## src/include/bit_ops_pkg.sv

```systemverilog
// Package: encodings, field layout and carriers for the bit-op decoder
`default_nettype none
package bit_ops_pkg;
	localparam int          INSN_W      = 14;
	localparam int          ADDR_W      = 7;
	localparam int          BIT_W       = 3;
	localparam int          DATA_W      = 8;
	localparam int          OPC_MSB     = 13;
	localparam int          OPC_LSB     = 10;
	localparam int          BIDX_MSB    = 9;
	localparam int          BIDX_LSB    = 7;
	localparam int          FADR_MSB    = 6;
	localparam int          FADR_LSB    = 0;
	localparam logic [3:0]  OPC_SET     = 4'h5;
	localparam logic [3:0]  OPC_SKIP_CLR = 4'h6;
	localparam logic [3:0]  OPC_SKIP_SET = 4'h7;
	localparam logic [13:0] NOP_WORD    = 14'h0000;
	localparam int          SKIP_CYCLES = 2;

	typedef enum logic [0:0] {
		ST_RUN  = 1'b0,
		ST_NOP  = 1'b1
	} exec_state_t;

	typedef struct packed {
		logic              en;
		logic [ADDR_W-1:0] addr;
		logic [DATA_W-1:0] data;
	} file_wr_t;
endpackage : bit_ops_pkg
`default_nettype wire

```

## src/hw/bit_ops_decode.sv

```systemverilog
// Decode and execute of bit test/skip and bit set instructions
`default_nettype none
module bit_ops_decode
	import bit_ops_pkg::*;
(
	input  wire logic              CLK,
	input  wire logic              SRST,
	input  wire logic              INSN_VALID,
	input  wire logic [INSN_W-1:0] INSN,
	input  wire logic [DATA_W-1:0] FILE_RDATA,
	output logic      [ADDR_W-1:0] FILE_RADDR,
	output file_wr_t               FILE_WR,
	output logic                   SKIP_TAKEN,
	output logic                   NOP_EXEC,
	output logic                   DECODE_HIT,
	output logic                   FLAGS_WE
);

	////////////////////////////////////////////////////////////////////
	exec_state_t            state;
	exec_state_t            next_state;
	logic [1:0]             span;
	wire logic [1:0]        next_span;
	wire file_wr_t          next_wr;
	wire logic              next_skip;
	wire logic [3:0]        opc;
	wire logic [BIT_W-1:0]  bidx;
	wire logic [ADDR_W-1:0] fadr;
	wire logic              live;
	wire logic              is_bsc;
	wire logic              is_bss;
	wire logic              is_set;
	wire logic              is_test;
	wire logic              is_other;
	wire logic              fwd_hit;
	wire logic [DATA_W-1:0] rdv;
	wire logic [DATA_W-1:0] bmask;
	wire logic              tbit;
	wire logic              skip_clr;
	wire logic              skip_set;
	wire logic              skip;
	wire logic [DATA_W-1:0] setv;

	// Word fields
	assign opc      = INSN[OPC_MSB:OPC_LSB];
	assign bidx     = INSN[BIDX_MSB:BIDX_LSB];
	assign fadr     = INSN[FADR_MSB:FADR_LSB];

	// Squash cycle ignores the prefetched word
	assign live     = INSN_VALID && state == ST_RUN;
	assign is_bsc   = live && opc == OPC_SKIP_CLR;
	assign is_bss   = live && opc == OPC_SKIP_SET;
	assign is_set   = live && opc == OPC_SET;
	assign is_test  = is_bsc || is_bss;
	assign is_other = live && !is_test && !is_set;

	// Pending write lands next edge; forward it to a same-register follower
	assign fwd_hit  = FILE_WR.en && FILE_WR.addr == fadr;
	assign rdv      = fwd_hit ? FILE_WR.data : FILE_RDATA;

	// One select line per bit of the file word
	for (genvar i = 0; i < DATA_W; i++) begin : g_bit
		assign bmask[i] = bidx == BIT_W'(i);
	end

	assign tbit     = |(rdv & bmask);
	assign skip_clr = is_bsc && !tbit;
	assign skip_set = is_bss && tbit;
	assign skip     = skip_clr || skip_set;
	assign setv     = rdv | bmask;

	// Read port is combinational so the test sees the current word
	assign FILE_RADDR = fadr;
	assign DECODE_HIT = is_bsc || is_bss || is_set;
	// No flag ever changes for these instructions
	assign FLAGS_WE   = 1'b0;

	always_comb begin
		case (state)
			ST_RUN:  next_state = skip ? ST_NOP : ST_RUN;
			ST_NOP:  next_state = ST_RUN;
			default: next_state = ST_RUN;
		endcase
	end

	////////////////////////////////////////////////////////////////////
	assign next_wr   = '{en: is_set, addr: fadr, data: setv};
	assign next_skip = skip;

	always_ff @(posedge CLK) begin
		if (SRST) begin
			state <= ST_RUN;
		end else begin
			state <= next_state;
		end
	end

	always_ff @(posedge CLK) begin
		if (SRST) begin
			FILE_WR <= '0;
		end else begin
			FILE_WR <= next_wr;
		end
	end

	always_ff @(posedge CLK) begin
		if (SRST) begin
			SKIP_TAKEN <= 1'b0;
		end else begin
			SKIP_TAKEN <= next_skip;
		end
	end

	// Separate flop: fetch timing and squash may later be split apart
	always_ff @(posedge CLK) begin
		if (SRST) begin
			NOP_EXEC <= 1'b0;
		end else begin
			NOP_EXEC <= next_skip;
		end
	end

	////////////////////////////////////////////////////////////////////
	// Cycles used by the current test word; read only by the checks
	assign next_span = (state == ST_NOP) ? span + 2'h1 : {1'b0, is_test};

	always_ff @(posedge CLK) begin
		if (SRST) begin
			span <= 2'h0;
		end else begin
			span <= next_span;
		end
	end
endmodule : bit_ops_decode
`default_nettype wire

```

## config.mk

```make
export PLATFORM = sky130hd
export DESIGN_NAME = bit_ops_decode
export DESIGN_NICKNAME = d
export VERILOG_FILES = /design/src/include/bit_ops_pkg.sv /design/src/hw/bit_ops_decode.sv
export SDC_FILE = /design/constraint.sdc
export NUM_CORES = 1
export LEC_CHECK = 0
export ABC_AREA = 1
export BUFFER_PORTS_ARGS = -buffer_cell sky130_fd_sc_hd__buf_2
export CAP_MARGIN = 0
export CORE_MARGIN = 1.5
export CORE_UTILIZATION = 42
export DETAILED_ROUTE_END_ITERATION = 10
export GPL_ROUTABILITY_DRIVEN = 0
export GPL_TIMING_DRIVEN = 0
export PLACE_DENSITY_LB_ADDON = 0.15
export SLEW_MARGIN = 20
export SYNTH_ARGS = -nofsm -noshare
export SYNTH_HDL_FRONTEND = slang
export SYNTH_SLANG_ARGS = --single-unit
```

## constraint.sdc

```tcl
create_clock -name CLK -period 1.24 [get_ports CLK]
set_input_delay 0.124 -clock CLK [delete_from_list [all_inputs] [get_ports CLK]]
set_output_delay 0.124 -clock CLK [all_outputs]
set_load 0.005 [all_outputs]
```

# Word level (Yosys, flattened, before mapping)
# Index checks and enable logic that the tools add are counted.
[op_classes]
eq_ne = 11
n_mux = 3
n_bitwise = 3
reduce_logical = 13
[op_table]
columns = ["operator", "count"]
rows = [
  ["$eq A3 B3 Y1 const B", 4],
  ["$eq A4 B3 Y1 const B", 3],
  ["$and A8 B8 Y8", 1],
  ["$mux W8", 1],
  ["$or A8 B8 Y8", 1],
  ["$reduce_or A8 Y1", 1],
  ["$eq A7 B7 Y1", 1],
  ["$logic_and A1 B1 Y1", 7],
  ["$eq A3 B2 Y1 const B", 2],
  ["$eq A3 B1 Y1 const B", 1],
  ["$logic_not A3 Y1", 1],
  ["$logic_or A1 B1 Y1", 3],
  ["$pmux W1 S2", 1],
  ["$logic_not A1 Y1", 1],
  ["$mux W1", 1],
  ["$not A1 Y1", 1],
]
[word_totals]
reg_bits = 18
inputBits = 25
wordCells = 35

# Longest topological paths before layout
# Gate-level depths: netlist of run 1.
[depth]
depth_word = 10
mapped_depth = 15
ltp_nobuf = 15

# Worst setup path before layout of run 1
# Ideal clock, no wire load.
[synth_timing]
path_type = "reg2reg"
startpoint = "register FILE_WR[13] (netlist bit)"
endpoint = "register SKIP_TAKEN"
setup_time_ps = 112
arrival_time_ps = 1304
required_ps = 1128
path_slack_ps = -175
stages_incl_launch_ff = 14
path_buffers = 0
synth_period_minus_slack_ps = 1415
cell_sequence = "dfxtp_1 inv_1 nand2_1 nand2_1 inv_2 nand2_4 nor2_8 nand3_1 nand3_1 nand2_1 nor2_2 nand3_1 nand2_1 nor2_1"
[synth_via]
elab_chain_cells = 8
word_cells_on_any_way = 9
[synth_lines]
columns = ["element", "line_no", "source"]
rows = [
  ["from (decl)", "bit_ops_decode.sv:12", "output file_wr_t FILE_WR,"],
  ["from (signal assigned)", "bit_ops_decode.sv:102", "FILE_WR <= next_wr;"],
  ["$eq A7 B7 Y1 (*)", "bit_ops_decode.sv:58", "assign fwd_hit = FILE_WR.en && FILE_WR.addr == fadr;"],
  ["$logic_and A1 B1 Y1 (*)", "bit_ops_decode.sv:58", ""],
  ["$mux W8 (*)", "bit_ops_decode.sv:59", "assign rdv = fwd_hit ? FILE_WR.data : FILE_RDATA;"],
  ["$and A8 B8 Y8 (*)", "bit_ops_decode.sv:66", "assign tbit = |(rdv & bmask);"],
  ["$reduce_or A8 Y1 (*)", "bit_ops_decode.sv:66", ""],
  ["$logic_not A1 Y1", "bit_ops_decode.sv:67", "assign skip_clr = is_bsc && !tbit;"],
  ["$logic_and A1 B1 Y1", "bit_ops_decode.sv:67", ""],
  ["$logic_or A1 B1 Y1 (*)", "bit_ops_decode.sv:69", "assign skip = skip_clr || skip_set;"],
  ["to (signal assigned)", "bit_ops_decode.sv:110", "SKIP_TAKEN <= next_skip;"],
  ["to (decl)", "bit_ops_decode.sv:13", "output logic SKIP_TAKEN,"],
]
# Every way passes the cells marked *; elsewhere a longest branch is shown, timed or not.
# A chain may end at the register's enable or synchronous reset.

# Final worst setup path of run 1
[layout_timing]
startpoint = "register FILE_WR[8] (netlist bit)"
endpoint = "register state"
[layout_via]
elab_chain_cells = 10
word_cells_on_any_way = 11
[layout_lines]
columns = ["element", "line_no", "source"]
rows = [
  ["$eq A7 B7 Y1 (*)", "bit_ops_decode.sv:58", ""],
  ["$logic_and A1 B1 Y1 (*)", "bit_ops_decode.sv:58", ""],
  ["$mux W8 (*)", "bit_ops_decode.sv:59", ""],
  ["$and A8 B8 Y8 (*)", "bit_ops_decode.sv:66", ""],
  ["$reduce_or A8 Y1 (*)", "bit_ops_decode.sv:66", ""],
  ["$logic_not A1 Y1", "bit_ops_decode.sv:67", ""],
  ["$logic_and A1 B1 Y1", "bit_ops_decode.sv:67", ""],
  ["$logic_or A1 B1 Y1 (*)", "bit_ops_decode.sv:69", ""],
  ["$mux W1 (*)", "bit_ops_decode.sv:80", "ST_RUN: next_state = skip ? ST_NOP : ST_RUN;"],
  ["$pmux W1 S2 (*)", "bit_ops_decode.sv:79", "case (state)"],
  ["to (signal assigned)", "bit_ops_decode.sv:94", "state <= next_state;"],
  ["to (decl)", "bit_ops_decode.sv:20", "exec_state_t state;"],
]
# Marked as above.

==> flow_metrics.tcl, run 1 <==
set metrics [dict create \
    status "finished, violations left" \
    violations "setup timing" \
    synth_top_area_frac 0.295 \
    synth_cell_type_count 23 \
    setup.worst_path.start_class "register" \
    grt_max_degree 11 \
    drive_above_1_share 0.462 \
    r2r_slack_ns -0.36 \
    synth_area_per_cell_um2 6.43 \
    p_leak_nw 0.987 \
    num_rows 19 \
    rsz0062_at_grt "true" \
    routed_via_density 4.53 \
    synth.yosys.seq_area_share 0.295 \
    syn-cell-area_um2 1220 \
    die_h_um 56.9 \
    pwr_density_cell_nw_per_um2 779 \
    max_freq_mhz 624 \
    hold_viol 0 \
    netlist_instances 190 \
    total_power_mw 1.30 \
    ant_nets 0 \
    vdd_drop_max_uv 654 \
    synthAdderAreaFrac 0 \
    clk_path_buf_depth 2 \
    drc_errors 0 \
    critPathArrivalTime_ns 1.85 \
    grt_pass1_wl_um 4330 \
    cts.sinks 18 \
    min_period_ns 1.60 \
    timing.final.crit_share 1.29 \
    synthTopCellsByCount "inv_1 (43), nand2_1 (43), dfxtp_1 (18)" \
    finalMaxSlewViolations 0 \
    dr.pass1.iters 4 \
    dp_slack_ns -0.319 \
    drt_iter0_markers 18 \
    hold_buffers 0 \
    fin_util 0.607 \
    wire_per_inst_um 9.42 \
    grt_util_all_layers 0.167 \
    synth-async-reset-ratio 0 \
    cts_tree "done" \
    antenna_cells 0 \
    overflow 0 \
    setup_viol 10 \
    synth_xor_area_frac 0.00717 \
    vias 1259 \
    post-dp-hpwl_um 1970 \
    synth_top_area_cell "dfxtp_1" \
    core_um2 2760 \
    critical_path.max_fanout 8 \
    syn_nets 215 \
    dp_cells 271 \
    yosys.area_share.simple 0.441 \
    synth_mux_area_frac 0 \
    synth_compound_area_frac 0.0482 \
    synth-seq-cells 18 \
    synth_top_family_by_area "simple AND/OR/NAND/NOR gates" \
    finalWorstSetupSlack_ns -0.362 \
    fp.dieArea_um2 3240 \
    end_kind "register" \
    finalNetCount 274 \
    final_cells 278 \
    die_w_um 56.9 \
    start_util 0.443 \
    finClkSkew_ns 0.00121 \
    drt_wl_total_um 2620 \
    numPortBuffers 50 \
    antenna_found_initial 0 \
    grt_pass1_vias 1071 \
    clock_latency_ns 0.30 \
    worstPathRequired_ns 1.48 \
    root_buffer "clkbuf_4" \
    syn2layout_area_growth_pct 37.1 \
    synth_area_leaders "dfxtp_1 (30%), inv_1 (13%), nand2_1 (13%)" \
    synth_warnings 0 \
    cts_buffers 3 \
    drv_cap 0 \
    io_pins 52 \
    path_clk_slew_ns 0.11 \
    critical_path_class "register to register" \
    synth_edf_count 0 \
    ys.flop_type "dfxtp_1" \
    h-tree-depth 1 \
    min_path_type "input port to register" \
]
placed cells by master, fill, tap and decap left out, drive strengths merged:
cell / count
and2: 8
xnor2: 1
nand3: 17
inv: 46
nand2: 46
buf: 64
o21ai: 8
nor2: 17
dfxtp: 18
nand3b: 4
nand4: 2
nor3: 9
conb: 1
clkbuf: 3
a21oi: 3
logic make-up (layout without fill, tap and decap cells):
group / Yosys count / count (layout)
DFF: 18 / 18
buffers and inverters: 56 / 113
and+or+nand+nor: 103 / 103
xor gates and xnor gates: 1 / 1
AOI/OAI and AO/OA: 11 / 11
other: 1 / 1
per-stage QoR:
step | instance area (um2) | TNS [ns] | hold slack [ns]
2_1_floorplan | 1230 | -0.570 | 0.231
3_3_place_gp | 1520 | -1.69 | 0.366
3_5_place_dp | 1520 | -1.77 | 0.367
4_1_cts | 1600 | -1.73 | 0.0331
5_1_grt | 1670 | -2.61 | 0.0411
6_report | 1670 | -1.68 | 0.0395
worst paths after layout:
path                                 start          end  depth (start not counted)
worst max-delay path            FILE_WR[8]        state                         12
worst min-delay path               INSN[0]   FILE_WR[8]                          3
worst max register to register  FILE_WR[8]        state                         12
worst min register to register       state  FILE_WR[15]                          3
critical path, cell delays in order (launching register included):
cell      delay, ns
dfxtp_2        0.35
inv_1          0.04
nand2_1        0.11
nand3_4        0.11
nor2_8         0.23
nand3b_1       0.12
nand3_1        0.12
nand2_1        0.08
nor2_2         0.12
nand2_1        0.06
nand2_1        0.05
nand2_1        0.06
nor2_1         0.09
cell type report:
cell class | count | area (um2)
Buffer | 10 | 78.8
Sequential cell | 18 | 372
Tap cell | 31 | 38.8
Multi-Input combinational cell | 116 | 706
Fill cell | 267 | 1080
Clock buffer | 3 | 22.5
Inverter | 46 | 173
Timing Repair Buffer | 54 | 284
per-layer routing:
| layer | routed length [um] | global-route usage | part of all wire | vias to the layer above |
|---|---|---|---|---|
| li1 | - | - | - | 675 |
| met1 | 1180 | 0.208 | 0.45 | 547 |
| met2 | 1250 | 0.292 | 0.48 | 35 |
| met3 | 172 | 0.0507 | 0.066 | 2 |
| met4 | 13 | 0.0199 | 0.0050 | 0 |
| met5 | 0 | 0 | 0 | - |
repair_timing:
| item | 4_1_cts | 5_1_grt |
|---|---|---|
| setup buffers | 2 | 2 |
| gates resized for setup | 15 | 23 |
| pin swaps | 4 | 14 |
| setup endpoints to repair | 10 | 11 |
where the power goes:
group          switching [mW]  internal (mW)
logic                   0.188          0.173
registers              0.0197          0.614
clock network           0.196          0.113
registers in the layout, summed over array words and instances, names as in the netlist:
register    flops
FILE_WR        16
SKIP_TAKEN      1
state           1
No activity file was read; power rests on OpenSTA's default activity.
==> inputs of run 2 (changes only) <==
==> constraint.sdc (replaced) <==
create_clock -name CLK -period 1.4 [get_ports CLK]
set_input_delay 0.14 -clock CLK [delete_from_list [all_inputs] [get_ports CLK]]
set_output_delay 0.14 -clock CLK [all_outputs]
set_load 0.005 [all_outputs]
==> run 2 against run 1 <==
Against the previous run: the run still ends with setup timing left; sequential cell count unchanged; register-to-register slack improved by 0.15 ns; sequential share of layout area increased by 0.49 points; combinational power decreased by 16%; clock-buffer cell count unchanged; die area unchanged; clock skew increased by 0.0055 ns; setup slack improved by 0.15 ns; final area decreased by 3.1%; routed wire length increased by 0.69%; utilization decreased by 1.9 points; critical endpoint unchanged; largest power group unchanged.
==> flow_metrics.tcl, run 2 (synthesis gave the netlist of run 1 again) <==
set metrics [dict create \
    status "finished, violations left" \
    violations "setup timing" \
    vdd_drop_max_uv 545 \
    drive_above_1_share 0.429 \
    drc_errors 0 \
    wl_met3_um 159 \
    finalNetCount 272 \
    pwr_density_cell_nw_per_um2 696 \
    ant_nets 0 \
    drt_iter0_markers 24 \
    drv_cap 0 \
    dr.pass1.iters 4 \
    min_path_type "input port to register" \
    critPathArrivalTime_ns 1.85 \
    met2_wirelength_um 1290 \
    numPortBuffers 50 \
    fin_util 0.588 \
    worstPathRequired_ns 1.64 \
    start_util 0.443 \
    finalMaxSlewViolations 0 \
    layout_common_cells "buf_2 (50), inv_1 (41), nand2_1 (35)" \
    syn2layout_area_growth_pct 32.8 \
    grt_max_degree 11 \
    vias 1251 \
    finClkSkew_ns 0.00666 \
    setup_viol 5 \
    wire_per_inst_um 9.55 \
    cts_buffers 3 \
    die_w_um 56.9 \
    min_period_ns 1.61 \
    antenna_cells 0 \
    path_clk_slew_ns 0.11 \
    largest_reg_flops 16 \
    h-tree-depth 1 \
    antenna_found_initial 0 \
    p_leak_nw 0.984 \
    cts_tree "done" \
    setup_tns_ns -0.537 \
    min_delay_path_depth 3 \
    timing.final.crit_share 1.15 \
    largest_register "FILE_WR" \
    core_um2 2760 \
    cpMaxStageDelayCell "dfxtp_2" \
    r2r_slack_ns -0.21 \
    drt_wl_total_um 2640 \
    reg2regPathDepth 14 \
    grt_util_all_layers 0.158 \
    max_stage_delay_ns 0.38 \
    design_area_um2 1620 \
    post-dp-hpwl_um 1980 \
    dp_slack_ns -0.187 \
    r2r_end "state" \
    dpl-instance-area_um2 1510 \
    hp-start "INSN[0]" \
    rsz0062_at_grt "true" \
    end_kind "register" \
    overflow 0 \
    cp_cell_sequence "inv_2 -> nand2_2 -> nand2_2 -> inv_2 -> nand2_4 -> nor2_8 -> nand3b_1 -> nand3_1 -> nand2_1 -> nor2_2 -> nand2_1 -> nand2_1 -> nand2_2 -> nor2_1" \
    setup.worst_path.start_class "register" \
    route.layer.met1.wl_um 1170 \
    die_h_um 56.9 \
    reg.largest.list "FILE_WR x16, SKIP_TAKEN x1, state x1" \
    hold_buffers 0 \
    worst_r2r_startpoint "FILE_WR[13]" \
    root_buffer "clkbuf_4" \
    routed_via_density 4.53 \
    io_pins 52 \
    max_freq_mhz 622 \
    critical_path_class "register to register" \
    top_layer "met4" \
    finalWorstSetupSlack_ns -0.208 \
    fillCellCount 300 \
    hold_viol 0 \
    cts.sinks 18 \
    clock_latency_ns 0.29 \
    clk_path_buf_depth 2 \
    final_common_cell "buf_2" \
    fp.dieArea_um2 3240 \
    min_to "FILE_WR[8]" \
    grt_pass1_wl_um 4000 \
    critical_path.max_fanout 8 \
    num_rows 19 \
    grt_pass1_vias 992 \
]
run 2: metal layers:
layer	global-route usage	up-vias
met5	0	-
met4	0.0698	0
met3	0.0253	2
met2	0.276	32
met1	0.190	545
li1	-	672
run 2: power breakdown:
part	total (mW)	internal, mW	switching, mW
registers	0.562	0.544	0.0178
logic	0.304	0.143	0.161
clock network	0.262	0.100	0.162
run 2: through the flow:
| step | total power, mW | hold WS [ns] | std cells |
|---|---|---|---|
| after global routing | 1.20 | 0.0676 | 276 |
| after global placement | 0.846 | 0.383 | 271 |
| final | 1.13 | 0.0714 | 276 |
| after floorplan | 0.742 | 0.247 | 190 |
| after CTS | 1.11 | 0.0721 | 275 |
| after detailed placement | 0.849 | 0.388 | 271 |
run 2: worst max path at each step:
stage	slack, ns	to	from	depth (start not counted)
2_1_floorplan	0.007	SKIP_TAKEN	FILE_WR[9]	11
5_1_grt	-0.36	SKIP_TAKEN	FILE_WR[13]	14
6_report	-0.21	state	FILE_WR[13]	14
4_1_cts	-0.17	state	FILE_WR[13]	14
3_5_place_dp	-0.19	state	FILE_WR[9]	11
3_3_place_gp	-0.17	state	FILE_WR[9]	11
run 2: final cells by class:
class                   instances  area, um2  share of cell area
multi-input cells             116        676               0.417
flip-flops and latches         18        368               0.227
well taps                      31       38.8              0.0239
inverters                      46        173               0.106
plain buffers                  10       78.8              0.0486
clock buffers                   3       22.5              0.0139
repair buffers                 52        265               0.164
run 2: what timing repair did:
action | 4_1_cts | 5_1_grt
endpoints found under the hold margin | 0 | 0
pin swaps | 1 | 21
setup buffers | 1 | 1
gates resized for setup | 7 | 27
setup endpoints to repair | 9 | 10
run 2: worst max-delay path, delay by kind of cell (launching register included):
family | cells | cell delay [ns]
simple gates | 12 | 1.07
flops | 1 | 0.38
buf+inv | 2 | 0.10
==> inputs of run 3 (changes only) <==
--- a/config.mk
+++ b/config.mk
@@ -10,10 +10,12 @@
 export CAP_MARGIN = 0
 export CORE_MARGIN = 1.5
 export CORE_UTILIZATION = 42
+export CTS_CLUSTER_SIZE = 14
 export DETAILED_ROUTE_END_ITERATION = 10
 export GPL_ROUTABILITY_DRIVEN = 0
 export GPL_TIMING_DRIVEN = 0
 export PLACE_DENSITY_LB_ADDON = 0.15
+export RECOVER_POWER = 25
 export SLEW_MARGIN = 20
 export SYNTH_ARGS = -nofsm -noshare
 export SYNTH_HDL_FRONTEND = slang
==> run 3 against run 2 <==
Against the previous run: the flow still finishes with violations (setup timing); worst hold slack got worse by 0.0029 ns; sequential cell count unchanged; setup slack about the same; critical endpoint unchanged.
==> flow_metrics.tcl, run 3 (synthesis gave the netlist of run 1 again) <==
set metrics [dict create \
    pwr-share-seq 0.499 \
    min_period_ns 1.61 \
    violations "setup timing" \
    p_clk_frac 0.233 \
    p_leak_nw 0.978 \
    wire_per_inst_um 9.55 \
    largest_register "FILE_WR" \
    h-tree-depth 1 \
    drt_iter0_markers 24 \
    fin_hold_ws_ns 0.0685 \
    cts_tree "done" \
    start_util 0.443 \
    routed_via_density 4.53 \
    multi_input_area_um2 676 \
    drv_cap 0 \
    die_w_um 56.9 \
    crit_path_start "FILE_WR[13]" \
    pwr_density_cell_nw_per_um2 697 \
    critical_path.max_fanout 8 \
    status "finished, violations left" \
    finalWorstSetupSlack_ns -0.208 \
    clk_path_buf_depth 2 \
    drt_wl_total_um 2640 \
    min_path_type "input port to register" \
    syn2layout_area_growth_pct 32.6 \
    dr.pass1.iters 4 \
    r2r_end "state" \
    grt_max_degree 11 \
    hold_viol 0 \
    worstPathRequired_ns 1.64 \
    num_rows 19 \
    finClkSkew_ns 0.00666 \
    drc_errors 0 \
    grt_util_all_layers 0.158 \
    p_int_mw 0.786 \
    r2r_slack_ns -0.21 \
    io_pins 52 \
    switchingPower_mw 0.341 \
    total_power_mw 1.13 \
    die_h_um 56.9 \
    critical_path_class "register to register" \
    drive_above_1_share 0.420 \
    core_um2 2760 \
    finalMaxSlewViolations 0 \
    cts_buffers 3 \
    cp_cell_sequence "inv_2 -> nand2_2 -> nand2_2 -> inv_2 -> nand2_4 -> nor2_8 -> nand3b_1 -> nand3_1 -> nand2_1 -> nor2_2 -> nand2_1 -> nand2_1 -> nand2_2 -> nor2_1" \
    setup_viol 5 \
    critPathArrivalTime_ns 1.85 \
    vdd_drop_max_uv 545 \
    rsz0062_at_grt "true" \
    setup_tns_ns -0.537 \
    path_clk_slew_ns 0.11 \
    reg.largest.list "FILE_WR x16, SKIP_TAKEN x1, state x1" \
    overflow 0 \
    cpMaxStageDelayCell "dfxtp_2" \
    antenna_cells 0 \
    fp.dieArea_um2 3240 \
    min_to "FILE_WR[8]" \
    max_stage_delay_ns 0.38 \
    numPortBuffers 50 \
    fin_util 0.587 \
    grt_pass1_wl_um 4000 \
    timing.final.crit_share 1.15 \
    antenna_found_initial 0 \
    max_freq_mhz 622 \
    setup.worst_path.start_class "register" \
    root_buffer "clkbuf_4" \
    vias 1251 \
    grt_pass1_vias 992 \
    switching_share 0.303 \
    hp-start "INSN[0]" \
    largest_reg_flops 16 \
    fillCellCount 301 \
    final_common_cell "buf_2" \
    comb_power_share 0.269 \
    ant_nets 0 \
    worst_r2r_startpoint "FILE_WR[13]" \
    end_kind "register" \
    post-dp-hpwl_um 1980 \
    min_delay_path_depth 3 \
    seq_area_um2 368 \
    cts.sinks 18 \
    layout_common_cells "buf_2 (48), inv_1 (41), nand2_1 (35)" \
    finalNetCount 272 \
    clock_latency_ns 0.29 \
    dp_cells 271 \
    reg2regPathDepth 14 \
    final_cells 276 \
    hold_buffers 0 \
]
-- run 3: changes by cell type in the layout (fill, tap and decap cells not counted), sizes merged --
cell,change
buf,-2
clkbuf,+2
-- run 3: worst max-delay path by stage --
stage,endpoint,cells past startpoint,slack [ns]
detailed placement,state,11,-0.19
finish,state,14,-0.21
global placement,state,11,-0.17
global route,SKIP_TAKEN,14,-0.36
CTS,state,14,-0.17
floorplan,SKIP_TAKEN,11,0.007
-- run 3: timing repair --
item | in CTS | in global routing
gates resized for setup | 7 | 27
pin swaps | 1 | 21
buffers inserted | 1 | 1
setup endpoints to repair | 9 | 10
-- run 3: cell type report --
cell class | instances | area share
Multi-Input combinational cell | 116 | 0.417
Buffer | 10 | 0.0487
Inverter | 46 | 0.107
Clock buffer | 3 | 0.0139
Timing Repair Buffer | 52 | 0.162
Tap cell | 31 | 0.0240
Sequential cell | 18 | 0.227
-- run 3: critical path: cells and delay by family, from the launching register on --
kind                   cells  cell delay (ns)
buffers and inverters      2             0.10
flip-flops                 1             0.38
AND/OR/NAND/NOR           12             1.07
-- run 3: power groups by stage --
| stage | clock network (mW) | logic, mW | registers, mW |
|---|---|---|---|
| global route | 0.289 | 0.340 | 0.566 |
| finish | 0.262 | 0.303 | 0.562 |
| floorplan | 0 | 0.167 | 0.574 |
| detailed placement | 0 | 0.277 | 0.573 |
| global placement | 0 | 0.273 | 0.572 |
| CTS | 0.269 | 0.283 | 0.562 |
-- run 3: per-stage QoR --
step           cell area (um2)  worst slack [ns]
6_report                  1620            -0.208
4_1_cts                   1550            -0.168
2_1_floorplan             1220           0.00694
3_5_place_dp              1510            -0.187
3_3_place_gp              1510            -0.166
5_1_grt                   1620            -0.356
-- run 3: metal layers --
layer | global-route usage | wire length [um] | share of wire | vias up
met3 | 0.0253 | 160 | 0.061 | 2
li1 | - | - | - | 672
met5 | 0 | 0 | 0 | -
met4 | 0.0698 | 18 | 0.0068 | 0
met2 | 0.276 | 1290 | 0.49 | 32
met1 | 0.190 | 1170 | 0.44 | 545
